$ cat config.mk
export PLATFORM = sky130hd
export DESIGN_NAME = aop_alarm_out
export DESIGN_NICKNAME = d
export VERILOG_FILES = /design/src/rtl/aop_pkg.sv /design/src/rtl/aop_alarm_out.sv /design/src/rtl/aop_event_mem.sv
export VERILOG_INCLUDE_DIRS = /design/src /design/src/rtl
export SDC_FILE = /design/constraint.sdc
export NUM_CORES = 1
export LEC_CHECK = 0
export BUFFER_PORTS_ARGS = -buffer_cell sky130_fd_sc_hd__clkbuf_2
export CAP_MARGIN = 20
export CORE_ASPECT_RATIO = 0.8
export CORE_UTILIZATION = 25
export CTS_CLUSTER_DIAMETER = 120
export DETAILED_ROUTE_END_ITERATION = 8
export PLACE_DENSITY = 0.49
export SLEW_MARGIN = 25
export SYNTH_ARGS = -nofsm -noshare
export SYNTH_HDL_FRONTEND = slang
export SYNTH_HIERARCHICAL = 1
export SYNTH_SLANG_ARGS = --single-unit
$ cat constraint.sdc
create_clock -name clk_sys -period 6.9 [get_ports clk_sys]
set_clock_uncertainty 0.1 [all_clocks]
set_input_delay 2.07 -clock clk_sys [delete_from_list [all_inputs] [get_ports clk_sys]]
set_output_delay 2.07 -clock clk_sys [all_outputs]
set_load 0.005 [all_outputs]
$ cat src/rtl/aop_params.svh
`ifndef AOP_PARAMS_SVH
`define AOP_PARAMS_SVH
`define AOP_NUM_LINES      4
`define AOP_PORT_W         8
`define AOP_COUNT_W        26
`define AOP_QUEUE_DEPTH    20
`define AOP_QPTR_W         5
`define AOP_CHAN_W         8
`define AOP_TIME_W         32
`define AOP_READING_W      26
`define AOP_LINE_SEL_W     2
`define AOP_DEFAULT_LINE   2'h0
`define AOP_NUM_SRC        3
`define AOP_SRC_PORT0      0
`define AOP_SRC_PORT1      1
`define AOP_SRC_COUNT      2
`endif

$ cat src/rtl/aop_pkg.sv
`include "aop_params.svh"
package aop_pkg;
    typedef enum logic [0:0] {
        AOP_MODE_LATCH = 1'b0,
        AOP_MODE_TRACK = 1'b1
    } aop_mode_t;

    typedef enum logic [0:0] {
        AOP_SLOPE_FALLING = 1'b0,
        AOP_SLOPE_RISING  = 1'b1
    } aop_slope_t;

    typedef enum logic [1:0] {
        AOP_Q_IDLE  = 2'b00,
        AOP_Q_READ  = 2'b01,
        AOP_Q_WAIT  = 2'b10
    } aop_qstate_t;

    // One alarm queue entry
    typedef struct packed {
        logic [`AOP_READING_W-1:0] reading;
        logic [`AOP_CHAN_W-1:0]    channel;
        logic [`AOP_TIME_W-1:0]    date_time;
    } aop_event_t;

    // Pattern alarm settings of one digital port
    typedef struct packed {
        logic                   enable;
        logic                   alarm_on_mismatch;
        logic [`AOP_PORT_W-1:0] compare_reference_pattern;
        logic [`AOP_PORT_W-1:0] compare_care_mask;
        logic                   assigned;
        logic [1:0]             line_sel;
    } aop_pattern_cfg_t;

    // Counter alarm settings
    typedef struct packed {
        logic                    enable;
        logic [`AOP_COUNT_W-1:0] upper_limit;
        logic                    assigned;
        logic [1:0]              line_sel;
    } aop_count_cfg_t;
endpackage : aop_pkg

$ cat src/rtl/aop_alarm_out.sv
`timescale 1ns/1ps
`include "aop_params.svh"
// How it works
// - Each read of a non-empty queue returns one stored event and removes it.
// - Reading an empty queue returns all-zero event fields.
// - Reading memory retrieval leaves readings intact; only a new scan erases them, through mem_erase.
// - Four alarm lines, each the OR of its assigned channels.
// - Many channels may share a line; one mode setting serves all lines.
// - Factory reset deasserts all lines and keeps the queue.
// - Latch mode asserts on first alarm, holds until clear, scan start, power.
// - Track mode asserts only while a reading stays beyond its limit.
// - Track mode deasserts by itself once the reading returns inside.
// - Software clear works any time and keeps reading memory alarm data.
// - New scan deasserts lines and erases reading memory alarm data.
// - Shared polarity; falling means alarm low, rising means alarm high.
// - Factory reset returns polarity to falling, active low.
// - Changing polarity may toggle the line levels.
// - Clear acts on one selected line or all four.
// - Port and counter alarms evaluate continuously once enabled, scan or not.
// - Port and counter alarm data enter reading memory only during a scan.
// - New scan keeps queued port and counter events.
// - Eight-bit port compared against pattern of one, zero, ignored bits.
// - Equal mode alarms on zero masked XOR; mismatch mode on nonzero.
// - Mask zero bits are excluded from the comparison.
// - Pattern alarm evaluates only when its enable is on.
// - Counter alarms when count reaches upper limit with check enabled.
// - Queue holds 20 events; when full newer events are dropped.
// - Events enter the queue only on the crossing into alarm.
// - Unassigned channels report on alarm line one.
// - Each event holds the reading, channel number and absolute date and time.
module aop_alarm_out
    import aop_pkg::*;
(
    input  wire logic                     clk_sys,          // System clock
    input  wire logic                     reset_n,          // Power-on reset, active low
    input  wire logic [`AOP_PORT_W-1:0]   port0_data,       // Digital port 0 pins
    input  wire logic [`AOP_PORT_W-1:0]   port1_data,       // Digital port 1 pins
    input  wire logic                     port_sample,      // New port sample strobe
    input  wire logic [`AOP_COUNT_W-1:0]  count_value,      // Pulse counter value
    input  wire logic                     count_sample,     // New counter value strobe
    input  wire aop_pattern_cfg_t         port0_cfg,        // Port 0 alarm settings
    input  wire aop_pattern_cfg_t         port1_cfg,        // Port 1 alarm settings
    input  wire aop_count_cfg_t           count_cfg,        // Counter alarm settings
    input  wire logic [`AOP_CHAN_W-1:0]   port0_chan,       // Port 0 channel number
    input  wire logic [`AOP_CHAN_W-1:0]   port1_chan,       // Port 1 channel number
    input  wire logic [`AOP_CHAN_W-1:0]   count_chan,       // Counter channel number
    input  wire logic [`AOP_TIME_W-1:0]   date_time,        // Absolute date and time
    input  wire logic [`AOP_NUM_LINES-1:0] ext_alarm,       // Other channels' alarm levels
    input  wire logic                     mode_set,         // Mode write strobe
    input  wire aop_mode_t                mode_value,       // Latch or track
    input  wire logic                     slope_set,        // Polarity write strobe
    input  wire aop_slope_t               slope_value,      // Falling or rising
    input  wire logic                     clear_one,        // Clear selected line strobe
    input  wire logic [1:0]               clear_sel,        // Line to clear
    input  wire logic                     clear_all,        // Clear all lines strobe
    input  wire logic                     factory_reset,    // Factory reset strobe
    input  wire logic                     queue_clear,      // Clear status strobe
    input  wire logic                     scan_start,       // New scan strobe
    input  wire logic                     scan_running,     // Scan in progress level
    input  wire logic                     queue_read,       // Queue read request strobe
    output aop_event_t                    queue_data,       // Returned event
    output logic                          queue_valid,      // Returned event strobe
    output logic [`AOP_QPTR_W-1:0]        queue_count,      // Entries held
    output logic [`AOP_NUM_LINES-1:0]     alarm_line,       // Alarm output pins
    output logic [`AOP_NUM_LINES-1:0]     alarm_active,     // Alarm state, active high
    output aop_mode_t                     mode,             // Current mode
    output aop_slope_t                    slope,            // Current polarity
    output logic                          mem_alarm_wr,     // Reading memory alarm write
    output logic [`AOP_NUM_SRC-1:0]       mem_alarm_flags,  // Alarm flags to store
    output logic                          mem_erase         // Reading memory erase strobe
);
    localparam int NL = `AOP_NUM_LINES;
    localparam int NS = `AOP_NUM_SRC;
    localparam int QD = `AOP_QUEUE_DEPTH;
    localparam int QW = `AOP_QPTR_W;

    // Masked pattern comparison
    function automatic logic pattern_hit(input logic [`AOP_PORT_W-1:0] value,
                                         input aop_pattern_cfg_t cfg);
        logic [`AOP_PORT_W-1:0] diff;
        diff = (value ^ cfg.compare_reference_pattern) & cfg.compare_care_mask;
        pattern_hit = cfg.enable && (cfg.alarm_on_mismatch ? (diff != 8'h00) : (diff == 8'h00));
    endfunction : pattern_hit

    // Line chosen by a channel's assignment
    function automatic logic [NL-1:0] line_mask(input logic assigned, input logic [1:0] sel);
        logic [1:0] idx;
        idx = assigned ? sel : `AOP_DEFAULT_LINE;
        line_mask = 4'h1 << idx;
    endfunction : line_mask

    // Pin synchronisers
    logic [`AOP_PORT_W-1:0] p0_meta, p0_sync, p1_meta, p1_sync;
    always_ff @(posedge clk_sys or negedge reset_n) begin
        if (!reset_n) begin
            p0_meta <= 8'h00;
            p0_sync <= 8'h00;
            p1_meta <= 8'h00;
            p1_sync <= 8'h00;
        end else begin
            p0_meta <= port0_data;
            p0_sync <= p0_meta;
            p1_meta <= port1_data;
            p1_sync <= p1_meta;
        end
    end

    // Strobe delayed to match synchroniser latency
    logic [1:0] sample_dly;
    always_ff @(posedge clk_sys or negedge reset_n) begin
        if (!reset_n) begin
            sample_dly <= 2'h0;
        end else begin
            sample_dly <= {sample_dly[0], port_sample};
        end
    end

    // Alarm condition per source, held between samples while its enable stays on
    logic [NS-1:0] cond;
    always_ff @(posedge clk_sys or negedge reset_n) begin
        if (!reset_n) begin
            cond <= 3'h0;
        end else begin
            if (sample_dly[1]) begin
                cond[`AOP_SRC_PORT0] <= pattern_hit(p0_sync, port0_cfg);
                cond[`AOP_SRC_PORT1] <= pattern_hit(p1_sync, port1_cfg);
            end else begin
                cond[`AOP_SRC_PORT0] <= cond[`AOP_SRC_PORT0] & port0_cfg.enable;
                cond[`AOP_SRC_PORT1] <= cond[`AOP_SRC_PORT1] & port1_cfg.enable;
            end
            if (count_sample) begin
                cond[`AOP_SRC_COUNT] <= count_cfg.enable && (count_value >= count_cfg.upper_limit);
            end else begin
                cond[`AOP_SRC_COUNT] <= cond[`AOP_SRC_COUNT] & count_cfg.enable;
            end
        end
    end

    // Crossing detection
    logic [NS-1:0] cond_prev;
    logic [NS-1:0] rise;
    always_ff @(posedge clk_sys or negedge reset_n) begin
        if (!reset_n) begin
            cond_prev <= 3'h0;
        end else begin
            cond_prev <= cond;
        end
    end
    assign rise = cond & ~cond_prev;

    // Per-line OR of assigned sources
    logic [NL-1:0] level_now, rise_now;
    always_comb begin
        level_now = ext_alarm;
        rise_now  = ext_alarm & ~alarm_active;
        if (cond[`AOP_SRC_PORT0]) level_now = level_now | line_mask(port0_cfg.assigned, port0_cfg.line_sel);
        if (cond[`AOP_SRC_PORT1]) level_now = level_now | line_mask(port1_cfg.assigned, port1_cfg.line_sel);
        if (cond[`AOP_SRC_COUNT]) level_now = level_now | line_mask(count_cfg.assigned, count_cfg.line_sel);
        if (rise[`AOP_SRC_PORT0]) rise_now = rise_now | line_mask(port0_cfg.assigned, port0_cfg.line_sel);
        if (rise[`AOP_SRC_PORT1]) rise_now = rise_now | line_mask(port1_cfg.assigned, port1_cfg.line_sel);
        if (rise[`AOP_SRC_COUNT]) rise_now = rise_now | line_mask(count_cfg.assigned, count_cfg.line_sel);
    end

    // Shared mode and polarity settings
    always_ff @(posedge clk_sys or negedge reset_n) begin
        if (!reset_n) begin
            mode  <= AOP_MODE_LATCH;
            slope <= AOP_SLOPE_FALLING;
        end else begin
            if (factory_reset) begin
                mode  <= AOP_MODE_LATCH;
                slope <= AOP_SLOPE_FALLING;
            end else begin
                if (mode_set) mode <= mode_value;
                if (slope_set) slope <= slope_value;
            end
        end
    end

    // Clear request per line
    logic [NL-1:0] clear_mask;
    always_comb begin
        clear_mask = 4'h0;
        if (clear_one) clear_mask = 4'h1 << clear_sel;
        if (clear_all || factory_reset || scan_start) clear_mask = 4'hF;
    end

    // Alarm state, new alarms win over a clear in the same cycle
    always_ff @(posedge clk_sys or negedge reset_n) begin
        if (!reset_n) begin
            alarm_active <= 4'h0;
        end else begin
            case (mode)
                AOP_MODE_LATCH: alarm_active <= (alarm_active & ~clear_mask) | rise_now;
                AOP_MODE_TRACK: alarm_active <= level_now & ~(clear_mask & ~rise_now);
                default:        alarm_active <= 4'h0;
            endcase
        end
    end

    // Pin level after polarity; idle high when falling polarity
    always_ff @(posedge clk_sys or negedge reset_n) begin
        if (!reset_n) begin
            alarm_line <= 4'hF;
        end else begin
            alarm_line <= (slope == AOP_SLOPE_RISING) ? alarm_active : ~alarm_active;
        end
    end

    // Reading memory alarm writes and erase
    always_ff @(posedge clk_sys or negedge reset_n) begin
        if (!reset_n) begin
            mem_alarm_wr    <= 1'b0;
            mem_alarm_flags <= 3'h0;
            mem_erase       <= 1'b0;
        end else begin
            mem_alarm_wr    <= scan_running && !scan_start && (rise != 3'h0);
            mem_alarm_flags <= rise;
            mem_erase       <= scan_start;
        end
    end

    // Event captured on crossing, lowest source only
    aop_event_t new_event;
    logic       new_valid;
    always_comb begin
        new_event = '0;
        new_valid = 1'b1;
        if (rise[`AOP_SRC_PORT0]) begin
            new_event.reading = {18'h0, p0_sync};
            new_event.channel = port0_chan;
        end else if (rise[`AOP_SRC_PORT1]) begin
            new_event.reading = {18'h0, p1_sync};
            new_event.channel = port1_chan;
        end else if (rise[`AOP_SRC_COUNT]) begin
            new_event.reading = count_value;
            new_event.channel = count_chan;
        end else begin
            new_valid = 1'b0;
        end
        new_event.date_time = date_time;
    end

    // Sources not yet queued, held at zero; of simultaneous crossings only the lowest source is logged
    logic [NS-1:0] pending;
    logic [NS-1:0] take;
    always_comb begin
        take = 3'h0;
        if (new_valid) take = rise & ~(rise - 3'h1);
    end
    always_ff @(posedge clk_sys or negedge reset_n) begin
        if (!reset_n) begin
            pending <= 3'h0;
        end else begin
            pending <= 3'h0;
        end
    end

    // Queue pointers and read state machine
    aop_qstate_t    qstate;
    logic           from_mem;
    logic [QW-1:0]  wr_ptr, rd_ptr, count;
    logic           do_write, do_pop;
    aop_event_t     mem_rd;
    assign do_write = new_valid && (count < 5'(QD)) && !queue_clear;
    assign do_pop   = (qstate == AOP_Q_WAIT) && from_mem; // Pop once the entry is captured

    function automatic logic [QW-1:0] ptr_inc(input logic [QW-1:0] p);
        ptr_inc = (p == 5'(QD - 1)) ? 5'h0 : p + 5'h1;
    endfunction : ptr_inc

    always_ff @(posedge clk_sys or negedge reset_n) begin
        if (!reset_n) begin
            wr_ptr <= 5'h0;
            rd_ptr <= 5'h0;
            count  <= 5'h0;
        end else if (queue_clear) begin
            wr_ptr <= 5'h0;
            rd_ptr <= 5'h0;
            count  <= 5'h0;
        end else begin
            if (do_write) wr_ptr <= ptr_inc(wr_ptr);
            if (do_pop) rd_ptr <= ptr_inc(rd_ptr);
            count <= count + 5'(do_write) - 5'(do_pop);
        end
    end

    aop_event_mem #(
        .DEPTH (QD),
        .AW    (QW)
    ) u_mem (
        .clk_sys (clk_sys),
        .wr_en   (do_write),
        .wr_addr (wr_ptr),
        .wr_data (new_event),
        .rd_addr (rd_ptr),
        .rd_data (mem_rd)
    );

    // Read answer: pointer held until the registered entry is captured
    always_ff @(posedge clk_sys or negedge reset_n) begin
        if (!reset_n) begin
            qstate      <= AOP_Q_IDLE;
            from_mem    <= 1'b0;
            queue_valid <= 1'b0;
            queue_data  <= '0;
        end else begin
            queue_valid <= 1'b0;
            case (qstate)
                AOP_Q_IDLE: begin
                    if (queue_read) begin
                        from_mem <= (count != 5'h0);
                        qstate   <= AOP_Q_READ;
                    end
                end
                AOP_Q_READ: begin
                    qstate <= AOP_Q_WAIT;
                end
                AOP_Q_WAIT: begin
                    queue_valid <= 1'b1;
                    queue_data  <= from_mem ? mem_rd : '0;
                    qstate      <= AOP_Q_IDLE;
                end
                default: qstate <= AOP_Q_IDLE;
            endcase
        end
    end

    // Fill level reported
    always_ff @(posedge clk_sys or negedge reset_n) begin
        if (!reset_n) begin
            queue_count <= 5'h0;
        end else begin
            queue_count <= count;
        end
    end
endmodule : aop_alarm_out

$ cat src/rtl/aop_event_mem.sv
`timescale 1ns/1ps
`include "aop_params.svh"
// Alarm queue storage with registered read data
module aop_event_mem
    import aop_pkg::*;
#(
    parameter int DEPTH = `AOP_QUEUE_DEPTH,
    parameter int AW    = `AOP_QPTR_W
) (
    input  wire logic          clk_sys,  // System clock
    input  wire logic          wr_en,    // Write strobe
    input  wire logic [AW-1:0] wr_addr,  // Write index
    input  wire aop_event_t    wr_data,  // Write entry
    input  wire logic [AW-1:0] rd_addr,  // Read index
    output aop_event_t         rd_data   // Registered entry
);
    aop_event_t mem [DEPTH];

    // Storage write
    always_ff @(posedge clk_sys) begin
        if (wr_en) begin
            mem[wr_addr] <= wr_data;
        end
    end

    // Registered read
    always_ff @(posedge clk_sys) begin
        rd_data <= mem[rd_addr];
    end
endmodule : aop_event_mem

==> impl_results.md <==
- Startpoint Class: input pin
- Fmax: 0.226 GHz
- P_sw: between 0.005 and 0.006 W
- Die width: 545 µm
- Unrepaired setup endpoints after global routing: false
- Post-Syn Area: between 50000 and 60000 µm²
- Total CTS buffers: 162
- H-tree lvl count: 4
- Power per cell area: 307 nW/µm²
- Post-synthesis cell type count: just under 70
- Final-report setup violation count: 0
- Layout Area Growth over Synthesis: 17.8%
- Setup TNS: 0 ns
- Site row count: 158
- Top-count cell post-synth: edfxtp_1
- Final Cycle Share: 0.640
- Slew Limit Fails: 0
- Min Tclk post-route: roughly 4.4 ns
- Syn nets: between 3000 and 4000
- DR iter-0 viols: between 2000 and 2500
- EDFF count, synth: ~1300
- Cell Int Power: approximately 0.016 W
- Drt pass-1 iters: 7
- WP data arrival: 4.71 ns
- Worst slew margin: 0.273
- Part of the power in registers: 0.507
- Setup ws final: 2.48 ns
- CP Max Fanout: 22
- DRT Wirelength: around 160 mm
- Total gr overflow: 0
- Yosys top cell by area: edfxtp_1
- Crit path capture type: flop
- Post-CTS setup repair buffer count: 0
- Max Cap Violations: 0
- Top post-synthesis cells by area: edfxtp_1, dfrtp_1, mux2i_1
- CP required: between 7 and 8 ns
- Layout cells sized above 1: 0.213
- Hold_buf cts: 0
- Sw frac: 0.243
- Starting density of the core: 0.253
- CTS tree: done
- FF+latch count, synth: 1531
- Dpl hpwl: 98.8 mm
- Post-CTS Resized: 0
- P_leak: between 20 and 25 nW
- Remaining DRCs: 0
- Synth top area share: 0.673
- Clock power share: 0.395
- CTS root buffer: clkbuf_16
- DR vias/cell: 4.44
- Post-synth top cells: edfxtp_1, mux2i_1, nand2_1
- Port bufs: between 200 and 300
- CTS clk-pin slew, worst paths: ~0.060 ns
- Nets: about 4000
- Routed Antenna Nets: 0
- Outcome: finished, final reports clean
- Die height: 436 µm
- Multi-input gate area: ~13000 µm²
- Mean Syn Cell Area: roughly 17 µm²
- Final Hold Fails: 0
- Cell count after synthesis: 3419
- Final estimated routing congestion in global placement: around 0.77
- Sequential fraction of the synthesis area: 0.758
- Die area: 237000 µm²
- Via Count: 31140
- Fillers: between 20000 and 25000
- Comb power frac: 0.098
- Critical path class: in2reg
- GR Util All Layers: 0.132
- Min-Delay Path Class: reg2reg
- FF/Latch Area: between 40000 and 50000 µm²
- Initial antenna violation count: 10
- Ports: around 280
- Pre-CTS setup slack: between 1.5 and 2 ns
- Peak VDD IR: 0.000186 V
- Post-synth top flop: edfxtp_1
- Largest net degree at the start of global routing: about 130
- Clk sinks: 1531
- Clock Tree Buf Depth: 3
- First-pass GRT wire length: 229 mm
- Yosys warning count: 6
- DR WL/cell: between 20 and 25 µm
- Clock Latency Late Sink: between 0.7 and 0.8 ns
- Core Area: between 200000 and 250000 µm²
- Fraction of registers with async set/reset: 0.0947
- Slew @ Worst Pin: 1.08 ns
- Vias in the first global route: about 31000
==> layer usage <==
layer  wire length, µm  vias up  part of all wire  track usage
met3              8000      180             0.050       0.0257
met2             73700      706              0.46        0.209
met4              2630        0             0.017       0.0281
li1                  -    14069                 -            -
met5                 0        -                 0            0
met1             74400    16185              0.47        0.187
==> flip-flops by register name, summed over array words and instances (netlist names), 2 cells and up <==
name	flops
sample_dly	2
u_mem/mem	1320
alarm_line	4
count	5
queue_count	5
cond_prev	3
p0_sync	8
qstate	2
queue_data	66
alarm_active	4
rd_ptr	5
u_mem/rd_data	66
mem_alarm_flags	3
wr_ptr	5
p1_sync	8
cond	3
p0_meta	8
p1_meta	8
==> placed cells by master, fill, tap and decap left out, drive strengths merged, types with 66 or more instances in the layout <==
cell and instances:
edfxtp 1320, clkbuf 508, o31ai 67, dfxtp 66, nand3 76, a211oi 132, dfrtp 141, buf 71
mux2 133, nor2b 74, mux2i 332, mux4 67, o22ai 200, nand2 292
==> area by class of cell <==
class,instances,area share
diodes,7,0.000253
clock buffers,231,0.0653
clock inverters,65,0.00833
inverters,48,0.00263
multi-input cells,1656,0.193
flip-flops and latches,1531,0.643
well taps,3120,0.0563
repair buffers,348,0.0313
==> critical path, cell delays in order <==
cell and delay [ns]:
clkbuf_2 0.32, nor2_1 0.38, or3b_2 0.63, nor2_4 0.73, buf_4 0.53
==> worst paths after layout <==
kind	from	to	slack, ns	depth (start not counted)
worst max-delay path	queue_clear	u_mem/mem[0][28]	2.48	5
worst min-delay path	p1_meta[1]	p1_sync[1]	0.25	0
worst max register to register	count[3]	u_mem/mem[0][28]	2.59	8
worst min register to register	p1_meta[1]	p1_sync[1]	0.25	0
max in group asynchronous	reset_n	p1_sync[4]	4.39	2
min in group asynchronous	reset_n	queue_data[27]	1.20	1
==> power groups by stage <==
stage / sequential [W] / clock (W) / combinational, W
finish: 0.0108 / 0.00839 / 0.00208
global route: 0.0108 / 0.00898 / 0.00232
CTS: 0.0108 / 0.00863 / 0.00217
detailed placement: 0.0110 / 0 / 0.00216
global placement: 0.0110 / 0 / 0.00216
floorplan: 0.0109 / 0 / 0.00126
==> kinds of logic after synthesis <==
kind of cell | share of synthesized area
muxes | 0.108
buffers and inverters | 0.0204
xor gates and xnor gates | 0.00387
AOI/OAI and AO/OA | 0.0578
DFF | 0.758
and+or+nand+nor | 0.0448
adders and majority gates | 0.00799
==> metrics by stage <==
step | util | std cells | power (W) | cell area [µm²] | hold WS [ns]
6_report | 0.298 | 7006 | 0.0213 | 69400 | 0.246
5_1_grt | 0.298 | 7001 | 0.0221 | 69400 | 0.251
4_1_cts | 0.297 | 6997 | 0.0216 | 69300 | 0.248
3_5_place_dp | 0.275 | 6701 | 0.0131 | 64200 | 0.236
3_3_place_gp | 0.275 | 6701 | 0.0131 | 64100 | 0.231
2_1_floorplan | - | 3419 | 0.0121 | 58900 | 0.231
Power figures use the tool's default switching activity.
